<file path="src/rtl/flash_protect_pkg.sv">
// Purpose: Shared constants, types and decode helpers for the status
//          register protection and quad enable logic.
// Assumes: Commands arrive already decoded from the serial front end.
// Notes:   Opcodes and bit positions are those of the flash command set.
package flash_protect_pkg;

   // Command opcodes governed by the quad enable bit
   localparam logic [7:0] OP_QUAD_OUT_READ  = 8'h6b;
   localparam logic [7:0] OP_XIP_READ       = 8'heb;
   localparam logic [7:0] OP_XIP_READ_DWORD = 8'he7;
   localparam logic [7:0] OP_QUAD_PAGE_PROG = 8'h32;
   localparam logic [7:0] OP_SET_BURST_WRAP = 8'h77;
   localparam logic [7:0] OP_QUAD_READ_ID   = 8'h94;

   // Status register write opcodes
   localparam logic [7:0] OP_WRITE_SR1      = 8'h01;
   localparam logic [7:0] OP_WRITE_SR2      = 8'h31;
   localparam logic [7:0] OP_WRITE_SR3      = 8'h11;
   localparam logic [7:0] OP_WRITE_SR_ANY   = 8'h71;

   // Field positions
   localparam int SR1_PROTECT_LOWER_POS = 7;
   localparam int SR2_COMPLEMENT_POS    = 6;
   localparam int SR2_QUAD_ENABLE_POS   = 1;
   localparam int SR2_PROTECT_UPPER_POS = 0;
   localparam int SR3_HOLD_RESET_POS    = 7;

   // Writable bits of the second status register, the rest read as zero
   localparam logic [7:0] SR2_WRITE_MASK    = 8'h43;
   localparam logic [7:0] SR2_RESET_VALUE   = 8'h00;
   localparam logic       HOLD_FN_RESET     = 1'b0;

   // Register select codes of the indirect write
   localparam logic [1:0] SEL_SR1 = 2'h1;
   localparam logic [1:0] SEL_SR2 = 2'h2;
   localparam logic [1:0] SEL_SR3 = 2'h3;

   typedef enum logic [2:0] {
      pt_software,
      pt_hw_protected,
      pt_hw_unprotected,
      pt_reset_lockdown,
      pt_otp
   } protect_type_t;

   typedef enum logic {st_idle, st_decide} cmd_state_t;

   function automatic logic is_quad_cmd(input logic [7:0] op);
      return op == OP_QUAD_OUT_READ || op == OP_XIP_READ ||
             op == OP_XIP_READ_DWORD || op == OP_QUAD_PAGE_PROG ||
             op == OP_SET_BURST_WRAP || op == OP_QUAD_READ_ID;
   endfunction : is_quad_cmd

   function automatic logic is_status_write(input logic [7:0] op);
      return op == OP_WRITE_SR1 || op == OP_WRITE_SR2 ||
             op == OP_WRITE_SR3 || op == OP_WRITE_SR_ANY;
   endfunction : is_status_write

   // Volatile {upper, lower} loaded from the nonvolatile copy at reset
   function automatic logic [1:0] reset_map(input logic up,
                                            input logic lo,
                                            input logic lock);
      case ({up, lo})
         2'b00:   return 2'b00;
         2'b01:   return 2'b01;
         2'b10:   return 2'b00;
         2'b11:   return lock ? 2'b11 : 2'b01;
         default: return 2'b00;
      endcase
   endfunction : reset_map

endpackage : flash_protect_pkg

</file>
<file path="src/rtl/status_reg_write_protection.sv">
// Purpose: Quad enable bit, status register protection state and the
//          nonvolatile to volatile protect copy at reset.
// Assumes: Commands come from the serial front end on the same clock;
//          i_srst is raised for power cycle, pin reset and soft reset.
// Notes:   Write protect and hold pins are synchronised here.
`timescale 1ns/10ps
module status_reg_write_protection
   import flash_protect_pkg::*;
(
   // Clock and reset
   input  wire logic     i_clock,
   input  wire logic     i_srst,
   // Pins, active low, asynchronous
   input  wire logic     i_wp_n,
   input  wire logic     i_hold_reset_n,
   // Decoded command from the serial front end
   input  wire logic     i_cmd_valid,
   input  wire logic [7:0] i_cmd_opcode,
   input  wire logic [7:0] i_cmd_data0,
   input  wire logic [7:0] i_cmd_data1,
   input  wire logic     i_cmd_two_bytes,
   input  wire logic [1:0] i_cmd_reg_sel,
   input  wire logic     i_write_enable_latch,
   // Nonvolatile copy of the protect state
   input  wire logic     i_nv_protect_upper,
   input  wire logic     i_nv_protect_lower,
   input  wire logic     i_nv_permanent_lock,
   // Configuration and status
   output logic [7:0]    o_status2,
   output logic          o_quad_io_enable,
   output logic          o_reg_protect_upper,
   output logic          o_reg_protect_lower,
   output logic          o_permanent_lock_flag,
   output logic          o_hold_reset_select,
   output protect_type_t o_protect_type,
   // Pin roles
   output logic          o_hold_asserted,
   output logic          o_pin_reset_active,
   // Command results, one cycle pulses
   output logic          o_write_done,
   output logic          o_write_rejected,
   output logic          o_quad_grant,
   output logic          o_quad_refuse,
   // Nonvolatile update request
   output logic          o_nv_write,
   output logic          o_nv_protect_upper,
   output logic          o_nv_protect_lower
);

   typedef struct packed {
      cmd_state_t    state;
      logic [7:0]    opcode;
      logic [7:0]    data0;
      logic [7:0]    data1;
      logic          two_bytes;
      logic [1:0]    reg_sel;
      logic          write_enable_latch;
      logic [7:0]    sr2;
      logic          protect_lower;
      logic          hold_fn;
      logic          perm_lock;
      protect_type_t ptype;
      logic          hold_asserted;
      logic          pin_reset;
      logic          write_done;
      logic          write_rejected;
      logic          quad_grant;
      logic          quad_refuse;
      logic          nv_write;
      logic          nv_upper;
      logic          nv_lower;
   } top_state_t;

   top_state_t    st;
   top_state_t    next_st;

   logic [1:0]    pins_sync;
   logic          wp_sync_n;
   logic          hold_sync_n;
   logic          quad_on;
   logic          wp_level;
   protect_type_t dec_type;
   logic          dec_write_ok;
   logic          wr_sr1;
   logic          wr_sr2;
   logic          wr_sr3;
   logic [7:0]    val_sr1;
   logic [7:0]    val_sr2;
   logic [7:0]    val_sr3;
   logic [1:0]    reset_bits;

   // Pins are asynchronous to the command clock
   pin_sync #(
      .WIDTH     (2),
      .RESET_VAL (2'h3)
   ) u_pin_sync (
      .i_clock (i_clock),
      .i_srst  (i_srst),
      .i_async ({i_hold_reset_n, i_wp_n}),
      .o_sync  (pins_sync)
   );

   assign wp_sync_n   = pins_sync[0];
   assign hold_sync_n = pins_sync[1];
   assign quad_on     = st.sr2[SR2_QUAD_ENABLE_POS];

   // With quad on the pin carries data, so it can no longer protect
   assign wp_level = quad_on ? 1'b1 : wp_sync_n;

   // Decode from the live volatile bits, not the stored copy
   protect_decoder u_decoder (
      .i_protect_upper  (st.sr2[SR2_PROTECT_UPPER_POS]),
      .i_protect_lower  (st.protect_lower),
      .i_permanent_lock (st.perm_lock),
      .i_wp_level       (wp_level),
      .o_type           (dec_type),
      .o_write_ok       (dec_write_ok)
   );

   // Which registers a write touches, and with what
   always_comb begin
      wr_sr1  = 1'b0;
      wr_sr2  = 1'b0;
      wr_sr3  = 1'b0;
      val_sr1 = st.data0;
      val_sr2 = st.data0;
      val_sr3 = st.data0;
      case (st.opcode)
         OP_WRITE_SR1: begin
            wr_sr1  = 1'b1;
            wr_sr2  = st.two_bytes;
            val_sr2 = st.data1;
         end
         OP_WRITE_SR2: wr_sr2 = 1'b1;
         OP_WRITE_SR3: wr_sr3 = 1'b1;
         OP_WRITE_SR_ANY: begin
            wr_sr1 = (st.reg_sel == SEL_SR1);
            wr_sr2 = (st.reg_sel == SEL_SR2);
            wr_sr3 = (st.reg_sel == SEL_SR3);
         end
         default: begin
            wr_sr1 = 1'b0;
         end
      endcase
   end

   assign reset_bits = reset_map(i_nv_protect_upper, i_nv_protect_lower,
                                 i_nv_permanent_lock);

   // Command sequencing, pin roles and reset load
   always_comb begin
      next_st                = st;
      next_st.write_done     = 1'b0;
      next_st.write_rejected = 1'b0;
      next_st.quad_grant     = 1'b0;
      next_st.quad_refuse    = 1'b0;
      next_st.nv_write       = 1'b0;
      next_st.ptype          = dec_type;
      // Hold and reset roles only while quad is off
      next_st.hold_asserted  = !quad_on && !st.hold_fn && !hold_sync_n;
      next_st.pin_reset      = !quad_on && st.hold_fn && !hold_sync_n;
      case (st.state)
         st_idle: begin
            // Other opcodes are not this block's business
            if (i_cmd_valid && (is_status_write(i_cmd_opcode) ||
                                is_quad_cmd(i_cmd_opcode))) begin
               next_st.state     = st_decide;
               next_st.opcode    = i_cmd_opcode;
               next_st.data0     = i_cmd_data0;
               next_st.data1     = i_cmd_data1;
               next_st.two_bytes = i_cmd_two_bytes;
               next_st.reg_sel   = i_cmd_reg_sel;
               next_st.write_enable_latch       = i_write_enable_latch;
            end
         end
         st_decide: begin
            next_st.state = st_idle;
            if (is_quad_cmd(st.opcode)) begin
               next_st.quad_grant  = quad_on;
               next_st.quad_refuse = !quad_on;
            end else if (st.write_enable_latch && dec_write_ok) begin
               // Accepted write, only the listed registers change
               if (wr_sr1) begin
                  next_st.protect_lower = val_sr1[SR1_PROTECT_LOWER_POS];
               end
               if (wr_sr2) begin
                  next_st.sr2 = val_sr2 & SR2_WRITE_MASK;
               end
               if (wr_sr3) begin
                  next_st.hold_fn = val_sr3[SR3_HOLD_RESET_POS];
               end
               next_st.write_done = 1'b1;
               next_st.nv_write   = wr_sr1 || wr_sr2;
               next_st.nv_upper   = next_st.sr2[SR2_PROTECT_UPPER_POS];
               next_st.nv_lower   = next_st.protect_lower;
            end else begin
               // Refused: nothing moves but the pulse
               next_st.write_rejected = 1'b1;
            end
         end
         default: next_st.state = st_idle;
      endcase
      if (i_srst) begin
         next_st                = '0;
         next_st.state          = st_idle;
         next_st.ptype          = pt_software;
         next_st.sr2            = SR2_RESET_VALUE;
         next_st.hold_fn        = HOLD_FN_RESET;
         next_st.perm_lock      = i_nv_permanent_lock;
         // Lockdown ends here; permanent lock survives
         next_st.sr2[SR2_PROTECT_UPPER_POS] = reset_bits[1];
         next_st.protect_lower  = reset_bits[0];
      end
   end

   always_ff @(posedge i_clock) begin
      st <= next_st;
   end

   // Every output is a field of the state register
   assign o_status2             = st.sr2;
   assign o_quad_io_enable      = st.sr2[SR2_QUAD_ENABLE_POS];
   assign o_reg_protect_upper   = st.sr2[SR2_PROTECT_UPPER_POS];
   assign o_reg_protect_lower   = st.protect_lower;
   assign o_permanent_lock_flag = st.perm_lock;
   assign o_hold_reset_select   = st.hold_fn;
   assign o_protect_type        = st.ptype;
   assign o_hold_asserted       = st.hold_asserted;
   assign o_pin_reset_active    = st.pin_reset;
   assign o_write_done          = st.write_done;
   assign o_write_rejected      = st.write_rejected;
   assign o_quad_grant          = st.quad_grant;
   assign o_quad_refuse         = st.quad_refuse;
   assign o_nv_write            = st.nv_write;
   assign o_nv_protect_upper    = st.nv_upper;
   assign o_nv_protect_lower    = st.nv_lower;

   // Checks on the protection behaviour
   logic decide_write;
   assign decide_write = (st.state == st_decide) && !is_quad_cmd(st.opcode);

   property p_qe_follows_write;
      @(posedge i_clock) disable iff (i_srst)
      (decide_write && st.write_enable_latch && dec_write_ok && wr_sr2) |=>
         o_quad_io_enable == $past(val_sr2[SR2_QUAD_ENABLE_POS]);
   endproperty
   a_qe_follows_write: assert property (p_qe_follows_write)
      else $error("quad enable did not take the written value");

   property p_quad_kills_pin_roles;
      @(posedge i_clock) disable iff (i_srst)
      (o_quad_io_enable && $stable(o_quad_io_enable)) |->
         !o_hold_asserted && !o_pin_reset_active;
   endproperty
   a_quad_kills_pin_roles: assert property (p_quad_kills_pin_roles)
      else $error("hold or reset role active with quad enabled");

   property p_quad_gate;
      @(posedge i_clock) disable iff (i_srst)
      (st.state == st_idle && i_cmd_valid && is_quad_cmd(i_cmd_opcode)) |->
         ##2 (o_quad_grant == $past(o_quad_io_enable)) &&
             (o_quad_refuse != o_quad_grant);
   endproperty
   a_quad_gate: assert property (p_quad_gate)
      else $error("quad command not gated by quad enable");

   property p_no_refuse_other;
      @(posedge i_clock) disable iff (i_srst)
      (st.state == st_idle && i_cmd_valid && !is_quad_cmd(i_cmd_opcode)) |->
         ##2 !o_quad_refuse && !o_quad_grant;
   endproperty
   a_no_refuse_other: assert property (p_no_refuse_other)
      else $error("quad gate answered a non quad command");

   property p_hw_protect_refuses;
      @(posedge i_clock) disable iff (i_srst)
      (decide_write && dec_type == pt_hw_protected) |=>
         o_write_rejected && !o_write_done;
   endproperty
   a_hw_protect_refuses: assert property (p_hw_protect_refuses)
      else $error("write accepted while pin protected");

   property p_open_accepts;
      @(posedge i_clock) disable iff (i_srst)
      (decide_write && st.write_enable_latch &&
       (dec_type == pt_software || dec_type == pt_hw_unprotected)) |=>
         o_write_done && !o_write_rejected;
   endproperty
   a_open_accepts: assert property (p_open_accepts)
      else $error("enabled write refused while unprotected");

   property p_lock_refuses;
      @(posedge i_clock) disable iff (i_srst)
      (decide_write && (dec_type == pt_reset_lockdown ||
                        dec_type == pt_otp)) |=>
         o_write_rejected && $stable(o_status2) &&
         $stable(o_reg_protect_lower);
   endproperty
   a_lock_refuses: assert property (p_lock_refuses)
      else $error("write got through a lockdown");

   property p_reject_no_effect;
      @(posedge i_clock) disable iff (i_srst)
      o_write_rejected |-> $stable(o_status2) && !o_nv_write &&
         $stable(o_reg_protect_lower) && $stable(o_hold_reset_select);
   endproperty
   a_reject_no_effect: assert property (p_reject_no_effect)
      else $error("refused write changed state");

   property p_reset_map;
      @(posedge i_clock)
      i_srst |=> {o_reg_protect_upper, o_reg_protect_lower} ==
         reset_map($past(i_nv_protect_upper), $past(i_nv_protect_lower),
                   $past(i_nv_permanent_lock));
   endproperty
   a_reset_map: assert property (p_reset_map)
      else $error("volatile protect bits wrong after reset");

   property p_lockdown_ends;
      @(posedge i_clock)
      (i_srst && i_nv_protect_upper && !i_nv_protect_lower) |=>
         !o_reg_protect_upper && !o_reg_protect_lower;
   endproperty
   a_lockdown_ends: assert property (p_lockdown_ends)
      else $error("reset did not end lockdown");

   property p_otp_survives;
      @(posedge i_clock)
      (i_srst && i_nv_protect_upper && i_nv_protect_lower &&
       i_nv_permanent_lock) |=>
         o_reg_protect_upper && o_reg_protect_lower && o_permanent_lock_flag;
   endproperty
   a_otp_survives: assert property (p_otp_survives)
      else $error("permanent lock lifted by reset");

   c_write_done: cover property (@(posedge i_clock) o_write_done);
   c_otp_reject: cover property (@(posedge i_clock)
      o_write_rejected && o_protect_type == pt_otp);
   c_quad_grant: cover property (@(posedge i_clock) o_quad_grant);
   c_hw_reject: cover property (@(posedge i_clock)
      o_write_rejected && o_protect_type == pt_hw_protected);

endmodule : status_reg_write_protection

</file>
<file path="src/rtl/pin_sync.sv">
// Purpose: Two flop synchroniser for asynchronous pin levels.
// Assumes: Pins change slowly compared with the clock.
// Notes:   Only the second stage is visible outside.
`timescale 1ns/10ps
module pin_sync #(
   parameter int               WIDTH     = 2,
   parameter logic [WIDTH-1:0] RESET_VAL = '1
) (
   // Clock and reset
   input  wire logic             i_clock,
   input  wire logic             i_srst,
   // Pin side
   input  wire logic [WIDTH-1:0] i_async,
   // Synchronised side
   output logic      [WIDTH-1:0] o_sync
);

   typedef struct packed {
      logic [WIDTH-1:0] meta;
      logic [WIDTH-1:0] stable;
   } sync_state_t;

   sync_state_t st;
   sync_state_t next_st;

   // Shift the pins through both stages; reset parks them inactive
   always_comb begin
      next_st.meta   = i_async;
      next_st.stable = st.meta;
      if (i_srst) begin
         next_st.meta   = RESET_VAL;
         next_st.stable = RESET_VAL;
      end
   end

   always_ff @(posedge i_clock) begin
      st <= next_st;
   end

   assign o_sync = st.stable;

endmodule : pin_sync

</file>
<file path="src/rtl/protect_decoder.sv">
// Purpose: Decode the protect bits and write protect level into a
//          protection type and a write permission.
// Assumes: Inputs are the volatile copies and a synchronised pin.
// Notes:   Purely combinational; the caller registers the type, not the write permission.
`timescale 1ns/10ps
module protect_decoder
   import flash_protect_pkg::*;
(
   // Volatile protect state
   input  wire logic    i_protect_upper,
   input  wire logic    i_protect_lower,
   input  wire logic    i_permanent_lock,
   // Effective write protect level, low protects
   input  wire logic    i_wp_level,
   // Decoded result
   output protect_type_t o_type,
   output logic          o_write_ok
);

   // Lockdown and permanent lock both refuse; only a reset tells them apart
   always_comb begin
      case ({i_protect_upper, i_protect_lower})
         2'b00:   o_type = pt_software;
         2'b01:   o_type = i_wp_level ? pt_hw_unprotected : pt_hw_protected;
         2'b10:   o_type = pt_reset_lockdown;
         2'b11:   o_type = i_permanent_lock ? pt_otp : pt_reset_lockdown;
         default: o_type = pt_reset_lockdown;
      endcase
      o_write_ok = (o_type == pt_software) || (o_type == pt_hw_unprotected);
   end

endmodule : protect_decoder

</file>
<file path="config.mk">
export PLATFORM = sky130hd
export DESIGN_NAME = status_reg_write_protection
export DESIGN_NICKNAME = d
export VERILOG_FILES = /design/src/rtl/flash_protect_pkg.sv /design/src/rtl/status_reg_write_protection.sv /design/src/rtl/pin_sync.sv /design/src/rtl/protect_decoder.sv
export SDC_FILE = /design/constraint.sdc
export NUM_CORES = 1
export LEC_CHECK = 0
export CORE_MARGIN = 10
export CORE_UTILIZATION = 62
export CTS_CLUSTER_SIZE = 12
export DETAILED_ROUTE_END_ITERATION = 6
export DONT_BUFFER_PORTS = 1
export PLACE_DENSITY = 0.78
export SKIP_LAST_GASP = 1
export SYNTH_ARGS = -nofsm -noshare
export SYNTH_HDL_FRONTEND = slang
export SYNTH_SLANG_ARGS = --single-unit
</file>
<file path="constraint.sdc">
create_clock -name i_clock -period 2.1 [get_ports i_clock]
set_input_delay 0.63 -clock i_clock [delete_from_list [all_inputs] [get_ports i_clock]]
set_output_delay 0.63 -clock i_clock [all_outputs]
set_load 0.01 [all_outputs]
</file>
## Word-level counts from Yosys, hierarchy flattened

Index checks and enable logic that the tools add are counted.

- Eq/ne operators: 31
- Muxes and demuxes: 26
- Bitwise operators: 3
- Reductions and logical operators: 39

Operators with widths:

| kind | count |
|---|---|
| $eq 8x7->1 const B | 6 |
| $eq 8x8->1 const B | 6 |
| $eq 8x6->1 const B | 4 |
| $mux 29 | 1 |
| $mux 3 | 6 |
| $eq 8x1->1 const B | 2 |
| $eq 8x5->1 const B | 2 |
| $logic_or 1x1->1 | 16 |
| $mux 16 | 1 |
| $mux 7 | 2 |
| $eq 2x2->1 const B | 6 |
| $pmux 3 s4 | 1 |
| $mux 2 | 4 |
| $reduce_and 4->1 | 2 |
| $eq 2x1->1 const B | 3 |
| $logic_and 1x1->1 | 6 |
| $mux 1 | 6 |
| $pmux 1 s2 | 3 |
| $pmux 2 s3 | 1 |
| $reduce_and 3->1 | 2 |
| $reduce_or 3->1 | 2 |
| $logic_not 2->1 | 2 |
| $reduce_bool 2->1 | 2 |
| $reduce_or 4->1 | 1 |
| other kinds (8) | 12 |

- Register bits after elaboration: 51
- Input port bits: 36
- Output and inout port bits: 25

## Logic depth before layout (Yosys ltp)

Gate-level depths: netlist of the first run.

- Depth after elaboration: 10
- Mapped depth: 7

## Hierarchy

A second synthesis of the first run with hierarchy kept.

- Cells, all modules: 220
- Area total of the unflattened synthesis: 2124.5 sq um

By module, submodules not included:

| module | times used | cells an instance | area each (sq um) | seq. area each (sq um) |
|---|---|---|---|---|
| status_reg_write_protection | 1 | 203 | 1959.4 | 790.8 |
| pin_sync | 1 | 10 | 120.1 | 80.1 |
| protect_decoder | 1 | 7 | 45.0 | 0.0 |

## Worst setup path after synthesis of the first run

Ideal clock, no wire load.

- Path type: input -> register
- From: in i_cmd_opcode[2]
- To: reg st[23] in the netlist's numbering
- Library setup time: 0.072 ns
- Arrival: 1.862 ns
- Data required time: 2.028 ns
- Slack: 0.167 ns
- Cell stages on the path: 6
- Path buffers: 2
- Cells stage by stage: or3_1 > and3_4 > a211oi_2 > buf_6 > buf_12 > mux2i_1

- Cells in the longest elaborated chain, start to end: 9
- Elaborated cells on any way between the ends: 21
- Those cells by class: eq/ne: 10; reduce/logical: 11

RTL lines:

| what | RTL line | text |
|---|---|---|
| from (decl) | status_reg_write_protection.sv:18 | `input wire logic [7:0] i_cmd_opcode,` |
| $eq 8x7->1 or $eq 8x8->1 (tied branches) | flash_protect_pkg.sv:49 | `return op == OP_QUAD_OUT_READ \|\| op == OP_XIP_READ \|\|` |
| $logic_or 1x1->1 (2 in series) | flash_protect_pkg.sv:49 |  |
| $logic_or 1x1->1 (2 in series) | flash_protect_pkg.sv:50 | `op == OP_XIP_READ_DWORD \|\| op == OP_QUAD_PAGE_PROG \|\|` |
| $logic_or 1x1->1 | flash_protect_pkg.sv:51 | `op == OP_SET_BURST_WRAP \|\| op == OP_QUAD_READ_ID;` |
| $logic_or 1x1->1 * | status_reg_write_protection.sv:165 | `if (i_cmd_valid && (is_status_write(i_cmd_opcode) \|\|` |
| $logic_and 1x1->1 * | status_reg_write_protection.sv:165 |  |
| $reduce_and 2->1 (no line) * | n/a |  |
| to (signal assigned) | status_reg_write_protection.sv:217 | `st <= next_st;` |
| to (decl) | status_reg_write_protection.sv:74 | `top_state_t st;` |

Every way passes the cells marked *; elsewhere a longest branch is shown, timed or not.
A chain may end at the register's enable or synchronous reset.

## Worst setup path in the final report of the first run

- From: reg st[47] in the netlist's numbering
- To: reg st, in the netlist o_status2[1]

- Cells in the longest elaborated chain, start to end: 8
- Elaborated cells on any way between the ends: 18
- Those cells by class: eq/ne: 9; mux: 2; bitwise: 1; reduce/logical: 6

RTL lines:

| what |
|---|
| $eq 8x7->1 or $eq 8x8->1 (tied branches) |
| $logic_or 1x1->1 (5 in series) |
| $not 1->1 (no line) |
| $reduce_and 4->1 (no line) |

Parallel ways exist; a longest one is shown, timed or not.

==> impl_metrics.toml, run 1 <==
[power_and_ir_drop]
clkPwrFrac_pct = 35.0
power_frac_seq_pct = 58.7
p_total_mw = 1.43
combPwrFrac_pct = 6.3
leakage_nw = 0.787
p_sw_mw = 0.323
power_density_nw_per_um2 = 686
p_int_mw = 1.11
vdd_drop_max_uv = 348
switching_share_pct = 22.6

[synthesis]
async_reset_ff_share_pct = 0
yosysWarnings = 0
synth.distinct_cells = 52
syn-cell-area_um2 = 2040
avgSynthCellArea_um2 = 9.19
synth_flop_cell = "dfxtp_1"
yosys_register_bits = 42
ys_seq_area_share_pct = 42.7
synthCells = 222
synth-edff-count = 3

[drt]
routed_via_density = 5.91
postRouteAntennaNets = 0
drt_first_pass_iters = 7
drc = 3
vias = 1549
post_drt_wl_per_cell_um = 16.9
drtIter0Drc = 95
postRouteWirelength_um = 4430

[worst_hold_path]
hold_class = "input port to flip-flop"

[outcome]
violations = "DRC"
outcome = "complete, but fails checks"

[clock_tree]
cts_buffers = 5
path_clk_slew_ns = 0.12
cts.sinks = 42
clock_latency_ns = 0.35
cts_root_buffer = "clkbuf_4"
cts.htree.levels = 2
cts_resized = 0
clock_path_buffers = 2
cts_hold_buf = 0
cts_setup_buffers = 0
cts_tree = "done"

[die]
die_w_um = 77.4
die_height_um = 77.4
rows = 20
io_pins = 61
core_um2 = 3100
start_util_pct = 65.8
dieArea_um2 = 5990

[grt]
grt_max_degree = 31
antenna_found_initial = 0
grt_use_total_pct = 14.6
grt.overflow.total = 0
grt_pass1_wl_um = 7270
grt_pass1_vias = 1491

[placed_design]
globalplace.congestion = 0.842
portBuffers = 0
dp_hpwl_um = 3290
place_ws_ns = 0.125

[layout]
drive_gt1_share_pct = 12.4
nFillCells = 268
n_antenna_cell = 0
fin_util_pct = 67.2
areaGrowthSynthToFinish_pct = 2.21
final_net_count = 253

[timing]
drv_slew = 0
skew_ns = 0.00822
setup_viol = 0
layout_setup_ws_ns = 0.180
hold_viol = 0
period_share_pct = 91.4
holdWs_ns = 0.331
fin_crit_ns = 1.92
fmax_ghz = 0.521
rsz0062_at_grt = "false"
tns_ns = 0

[run]
maxCapViolations = 0

[worst_setup_path]
crit_fanout = 12
worstPathRequired_ns = 2.38
start_kind = "flip-flop"
end_kind = "flip-flop"
critPathKind = "flip-flop to flip-flop"
worstPathArrival_ns = 2.20
[path summary, 6_finish.rpt]
check	startpoint	endpoint	slack, ns	cells after the start
min	i_srst	o_protect_type[1]$_SDFF_PP0_	0.33	1
max reg2reg	st[47]$_SDFFE_PP0P_	o_status2[1]$_SDFFE_PP0P_	0.18	6
min reg2reg	u_pin_sync.st[3]$_SDFF_PP1_	u_pin_sync.o_sync[1]$_SDFF_PP1_	0.43	1
max	st[47]$_SDFFE_PP0P_	o_status2[1]$_SDFFE_PP0P_	0.18	6
[power groups by stage]
| stage | registers, mW | logic, mW | clock network (mW) |
|---|---|---|---|
| 2_1_floorplan | 0.853 | 0.0943 | 0 |
| 3_3_place_gp | 0.857 | 0.0858 | 0 |
| 3_5_place_dp | 0.859 | 0.0891 | 0 |
| 4_1_cts | 0.841 | 0.0895 | 0.508 |
| 5_1_grt | 0.844 | 0.101 | 0.552 |
| 6_report | 0.840 | 0.0896 | 0.502 |
[area by class of cell]
cell class / count / area (um2) / share of cell area, %
Clock buffer: 5 / 37.5 / 1.80
Clock inverter: 3 / 40.0 / 1.92
Inverter: 8 / 30.0 / 1.44
Multi-Input combinational cell: 155 / 1000 / 48.1
Sequential cell: 42 / 871 / 41.8
Tap cell: 44 / 55.1 / 2.64
Timing Repair Buffer: 5 / 50.0 / 2.40
[worst max-delay path, stage by stage (launching register included)]
cell,delay [ns]
dfxtp_1,0.49
and4b_1,0.27
a22oi_2,0.23
o2111ai_2,0.14
buf_4,0.21
or3_1,0.38
a21oi_1,0.14
[per-layer routing]
layer / part of all wire (%) / global-route usage [%] / wire (um) / up-vias
met5: 0 / 0 / 0 / -
met4: 0.86 / 3.65 / 38 / 0
met3: 11 / 8.06 / 507 / 4
met2: 46 / 22.5 / 2050 / 67
met1: 41 / 17.3 / 1830 / 716
li1: - / - / - / 762
[flip-flops by register name, summed over array words and instances (netlist names)]
| register | flops |
|---|---|
| o_write_rejected | 1 |
| o_quad_refuse | 1 |
| o_permanent_lock_flag | 1 |
| o_write_done | 1 |
| o_reg_protect_lower | 1 |
| val_sr1 | 4 |
| st | 16 |
| o_quad_grant | 1 |
| u_pin_sync.st | 2 |
| o_nv_protect_lower | 1 |
| u_pin_sync.o_sync | 2 |
| o_hold_asserted | 1 |
| o_hold_reset_select | 1 |
| o_status2 | 3 |
| o_nv_protect_upper | 1 |
| o_protect_type | 3 |
| o_pin_reset_active | 1 |
| o_nv_write | 1 |
[cell families (layout without fill, tap and decap cells)]
family / Yosys count / after routing / share of synthesized area [%]
muxes: 19 / 19 / 9.32
and+or+nand+nor: 89 / 89 / 22.7
buffers and inverters: 29 / 21 / 8.95
other: 1 / 5 / 0.184
DFF: 42 / 42 / 42.7
AOI/OAI and AO/OA: 42 / 42 / 16.2
[synth_stat cells, types with 2 or more instances]
cell        n  area [um2]
nor3_1      3        15.0
dfxtp_1    39         781
nor2_1      6        22.5
o21ai_0     7        35.0
o2111ai_1   2        17.5
mux2i_1    19         190
edfxtp_1    3        90.1
a41o_1      2        20.0
nor2b_1     2        12.5
nor4b_1     3        26.3
and3_1      4        25.0
nand2b_1    4        25.0
o21ai_1     2        10.0
a21oi_1     9        45.0
nor3b_1     2        15.0
o21bai_1    2        15.0
buf_6       2        22.5
buf_4      11        82.6
and4_1      2        17.5
clkbuf_1    6        22.5
or2_2       4        25.0
inv_1       8        30.0
a21boi_1    2        15.0
or3_1       4        25.0
nor4_1      4        25.0
nand2_1    43         161
a21o_1      2        15.0
[metrics by stage]
step | cell area [um2] | instances
after floorplan | 2060 | 226
after detailed placement | 2010 | 254
after global routing | 2090 | 262
after CTS | 2090 | 262
after global placement | 2010 | 254
final | 2090 | 262
[cell usage in the layout (no fill, tap or decap), types with 2 or more instances in the layout]
cell,count
a21boi_1,2
a21o_1,2
a21oi_1,9
a41o_1,2
and3_1,4
and4_1,2
buf_4,4
clkbuf_4,5
clkinv_2,2
conb_1,5
dfxtp_1,39
edfxtp_1,3
inv_1,8
mux2i_1,19
nand2_1,43
nand2b_1,4
nor2_1,6
nor2b_1,2
nor3_1,3
nor3b_1,2
nor4_1,4
nor4b_1,3
o2111ai_1,2
o21ai_0,7
o21ai_1,2
o21bai_1,2
or2_2,4
or3_1,4
No activity file was read; power rests on OpenSTA's default activity.
==> run 2: changes to the inputs <==
--- a/config.mk
+++ b/config.mk
@@ -5,12 +5,14 @@
 export SDC_FILE = /design/constraint.sdc
 export NUM_CORES = 1
 export LEC_CHECK = 0
+export CORE_ASPECT_RATIO = 1.2
 export CORE_MARGIN = 10
 export CORE_UTILIZATION = 62
 export CTS_CLUSTER_SIZE = 12
 export DETAILED_ROUTE_END_ITERATION = 6
 export DONT_BUFFER_PORTS = 1
 export PLACE_DENSITY = 0.78
+export REMOVE_ABC_BUFFERS = 1
 export SKIP_LAST_GASP = 1
 export SYNTH_ARGS = -nofsm -noshare
 export SYNTH_HDL_FRONTEND = slang
==> run 2 against run 1 <==
The run now ends clean. Setup slack worse by 0.021 ns. Total power down 2.0%. Via count up 0.90%. Largest power group unchanged. Design area about the same.
==> impl_metrics.toml, run 2 (same netlist as run 1, synthesis figures left out) <==
[clock_tree]
cts_setup_buffers = 0
cts.sinks = 42
cts_resized = 0
cts_buffers = 5
clock_path_buffers = 2
cts_hold_buf = 0
cts_root_buffer = "clkbuf_4"
cts.htree.levels = 2
clock_latency_ns = 0.35
cts_tree = "done"
path_clk_slew_ns = 0.12

[drt]
postRouteAntennaNets = 0
drt_first_pass_iters = 4
routed_via_density = 6.08
vias = 1563
drc = 0
drtIter0Drc = 92
postRouteWirelength_um = 4580
post_drt_wl_per_cell_um = 17.8

[die]
die_height_um = 82.8
core_um2 = 3110
io_pins = 61
dieArea_um2 = 6000
start_util_pct = 65.6
rows = 22
die_w_um = 72.4

[worst_setup_path]
end_kind = "flip-flop"
start_kind = "flip-flop"
worstPathArrival_ns = 2.23
worstPathRequired_ns = 2.39
critPathKind = "flip-flop to flip-flop"
crit_fanout = 12

[grt]
antenna_found_initial = 0
grt_pass1_wl_um = 7600
grt_use_total_pct = 15.3
grt_max_degree = 24
grt_pass1_vias = 1630
grt.overflow.total = 0

[layout]
fin_cells = 257
final_area_um2 = 2090
largest_reg_flops = 16
n_antenna_cell = 0
areaGrowthSynthToFinish_pct = 2.27
regMostFlops = "st"
layout_commonest_cell = "nand2_1"
most-common-layout-cells = "nand2_1 (43), dfxtp_1 (39), mux2i_1 (19)"
final_net_count = 256
drive_gt1_share_pct = 13.6

[power_and_ir_drop]
leakage_nw = 0.800
vdd_drop_max_uv = 442
power_density_nw_per_um2 = 672

[timing]
holdWs_ns = 0.336
rsz0062_at_grt = "false"
fin_crit_ns = 1.94
drv_slew = 0
period_share_pct = 92.4
fmax_ghz = 0.515
setup_viol = 0
hold_viol = 0
skew_ns = 0.0111
tns_ns = 0

[placed_design]
place_area_um2 = 2010
numPlacedInstances = 249
globalplace.congestion = 0.810
portBuffers = 0
dp_hpwl_um = 3590

[outcome]
outcome = "finished, final reports clean"

[run]
maxCapViolations = 0

[worst_hold_path]
hold_class = "input port to flip-flop"
[run 2: area by class of cell]
class / instances / area, um2
Timing Repair Buffer: 8 / 60.1
Tap cell: 36 / 45.0
Inverter: 8 / 30.0
Multi-Input combinational cell: 155 / 1000
Clock buffer: 8 / 78.8
Fill cell: 250 / 1020
Sequential cell: 42 / 871
[run 2: path summary, 6_finish.rpt]
kind                                             startpoint                              end  slack [ns]  cells past startpoint
worst max-delay path                    st[47]$_SDFFE_PP0P_        o_status2[1]$_SDFFE_PP0P_        0.16                      6
worst min register to register  u_pin_sync.st[3]$_SDFF_PP1_  u_pin_sync.o_sync[1]$_SDFF_PP1_        0.42                      1
worst min-delay path                                 i_srst        o_status2[6]$_SDFFE_PP0P_        0.34                      1
worst max register to register          st[47]$_SDFFE_PP0P_        o_status2[1]$_SDFFE_PP0P_        0.16                      6
[run 2: layer usage]
metal / GRT usage, % / up-vias / part of all wire [%]
met5: 0 / - / 0
met4: 5.69 / 0 / 2.0
met3: 6.19 / 12 / 8.1
met1: 15.8 / 728 / 38
met2: 26.4 / 55 / 52
li1: - / 768 / -
[run 2: power by group]
part           internal [mW]  leakage (nW)  switching, mW
sequential             0.824         0.346         0.0159
clock                  0.229        0.0446          0.241
combinational         0.0383         0.409         0.0546
[run 2: critical path, cell delays in order (launching register included)]
cell       delay (ns)
dfxtp_1          0.48
and4b_1          0.27
a32oi_1          0.26
o2111ai_2        0.14
buf_4            0.22
or3_1            0.38
a21oi_1          0.14
[run 2: through the flow]
step                utilization [%]  setup WS (ns)  total power [mW]
finish                         67.1          0.159              1.40
CTS                            67.1          0.167              1.41
global route                   67.1         0.0426              1.47
detailed placement             64.6         0.0642             0.951
global placement               64.6          0.150             0.944
floorplan                         -         -0.511             0.926
==> run 3: changes to the inputs <==
--- a/config.mk
+++ b/config.mk
@@ -5,12 +5,13 @@
 export SDC_FILE = /design/constraint.sdc
 export NUM_CORES = 1
 export LEC_CHECK = 0
-export CORE_ASPECT_RATIO = 1.2
+export CORE_ASPECT_RATIO = 0.6
 export CORE_MARGIN = 10
 export CORE_UTILIZATION = 62
 export CTS_CLUSTER_SIZE = 12
 export DETAILED_ROUTE_END_ITERATION = 6
 export DONT_BUFFER_PORTS = 1
+export GPL_ROUTABILITY_DRIVEN = 0
 export PLACE_DENSITY = 0.78
 export REMOVE_ABC_BUFFERS = 1
 export SKIP_LAST_GASP = 1
==> run 3 against run 2 <==
Fmax down 1.1%. Critical endpoint is now o_reg_protect_lower$_DFFE_PP_. Clock power up 8.7%. Design area up 1.7%. Largest cell class unchanged. Largest power group unchanged.
==> impl_metrics.toml, run 3 (same netlist as run 1, synthesis figures left out) <==
[worst_setup_path]
end_kind = "flip-flop"
cp.depth = 6
cp_cell_sequence = "and4b_1 > a32oi_1 > o2111ai_4 > buf_4 > o21bai_1 > o21ai_1"
r2r_slack_ns = 0.14
crit_fanout = 9
crit_family = "compound AO/OA/AOI/OAI gates"
worstPathRequired_ns = 2.24
r2r_cells = 6
rr_endpoint = "o_reg_protect_lower$_DFFE_PP_"
rr_startpoint = "st[47]$_SDFFE_PP0P_"
worstPathArrival_ns = 2.11
crit_buf_inv = 1
max_stage_delay_ns = 0.48
start_kind = "flip-flop"
critPathSlowestCell = "dfxtp_1"
startpoint = "st[47]$_SDFFE_PP0P_"
critPathKind = "flip-flop to flip-flop"

[outcome]
outcome = "finished, final reports clean"

[die]
io_pins = 61
die_height_um = 64.4
die_w_um = 94.1
start_util_pct = 63.7
rows = 16
core_um2 = 3200
dieArea_um2 = 6060

[grt]
grt.overflow.total = 0
grt_max_degree = 26
antenna_found_initial = 0
grt_pass1_wl_um = 7560
grt_use_total_pct = 15.4
grt_pass1_vias = 1491

[drt]
drtIter0Drc = 72
drc = 0
postRouteWirelength_um = 4670
postRouteAntennaNets = 0
post_drt_wl_per_cell_um = 17.7
drt_first_pass_iters = 4
vias = 1571
routed_via_density = 5.95

[clock_tree]
cts.sinks = 42
cts_setup_buffers = 0
cts_root_buffer = "clkbuf_8"
path_clk_slew_ns = 0.07
cts.htree.levels = 2
clock_path_buffers = 2
cts_tree = "done"
clock_latency_ns = 0.29
cts_buffers = 5

[timing]
skew_ns = 0.00426
hold_viol = 0
period_share_pct = 93.4
fin_crit_ns = 1.96
drv_slew = 0
rsz0062_at_grt = "false"
layout_setup_ws_ns = 0.138
setup_viol = 0
holdWs_ns = 0.406
fmax_ghz = 0.510

[power_and_ir_drop]
power_frac_seq_pct = 58.0
p_int_mw = 1.12
combPwrFrac_pct = 6.7
vdd_drop_max_uv = 464
power_density_nw_per_um2 = 682
p_sw_mw = 0.322
leakage_nw = 0.796
clkPwrFrac_pct = 35.3
switching_share_pct = 22.2

[worst_hold_path]
hold_class = "input port to flip-flop"
min_path_cells = 1
hold_end = "st[44]$_SDFFE_PP0P_"
hp-start = "i_srst"

[layout]
n_antenna_cell = 0
largest_reg_flops = 16
layout_commonest_cell = "nand2_1"
areaGrowthSynthToFinish_pct = 3.99
regMostFlops = "st"
final_net_count = 255
drive_gt1_share_pct = 12.3
most-common-layout-cells = "nand2_1 (43), dfxtp_1 (39), mux2i_1 (19)"

[placed_design]
portBuffers = 0
place_ws_ns = 0.0829
dp_hpwl_um = 3590

[run]
maxCapViolations = 0
-- run 3: changes by cell type in the layout (fill, tap and decap cells not counted) --
cell	previous run	this run
clkbuf_4	5	0
clkbuf_8	3	6
buf_4	8	6
buf_12	0	1
clkbuf_1	0	1
o2111ai_2	1	0
o2111ai_4	0	1
-- run 3: worst max-delay path by stage --
stage,to
2_1_floorplan,st[23]$_SDFFE_PP0P_
3_3_place_gp,st[50]$_SDFFE_PP0P_
3_5_place_dp,st[50]$_SDFFE_PP0P_
4_1_cts,o_reg_protect_lower$_DFFE_PP_
5_1_grt,o_status2[1]$_SDFFE_PP0P_
6_report,o_reg_protect_lower$_DFFE_PP_
-- run 3: layout make-up --
class | count | area (um2)
Sequential cell | 42 | 871
Tap cell | 45 | 56.3
Multi-Input combinational cell | 155 | 1010
Inverter | 8 | 30.0
Fill cell | 268 | 1080
Timing Repair Buffer | 7 | 65.1
Clock buffer | 7 | 86.3
-- run 3: repair_timing --
item | CTS | global route
hold buffers | 0 | 0
endpoints found under the setup margin | 0 | 3
gates resized for setup | 0 | 1
-- run 3: per-stage QoR --
step / util (%) / std cells / power (mW) / TNS, ns / instance area [um2]
final: 66.3 / 264 / 1.45 / 0 / 2120
after floorplan: - / 205 / 0.926 / -8.68 / 1900
after CTS: 65.9 / 264 / 1.46 / 0 / 2110
after global placement: 63.2 / 257 / 0.947 / 0 / 2020
after global routing: 66.3 / 264 / 1.50 / 0 / 2120
after detailed placement: 63.2 / 257 / 0.953 / 0 / 2020
-- run 3: power groups by stage --
stage	Clock, mW	Combinational (mW)	Sequential, mW
after detailed placement	0	0.0953	0.857
after global placement	0	0.0905	0.856
final	0.511	0.0966	0.839
after floorplan	0	0.0696	0.856
after global routing	0.548	0.108	0.841
after CTS	0.521	0.0955	0.839
-- run 3: routing by layer --
metal | share of wire (%) | global-route usage [%] | vias up
met4 | 1.9 | 5.85 | 0
li1 | - | - | 763
met2 | 45 | 22.7 | 70
met3 | 7.5 | 4.71 | 11
met1 | 45 | 20.6 | 727
met5 | 0 | 0 | -
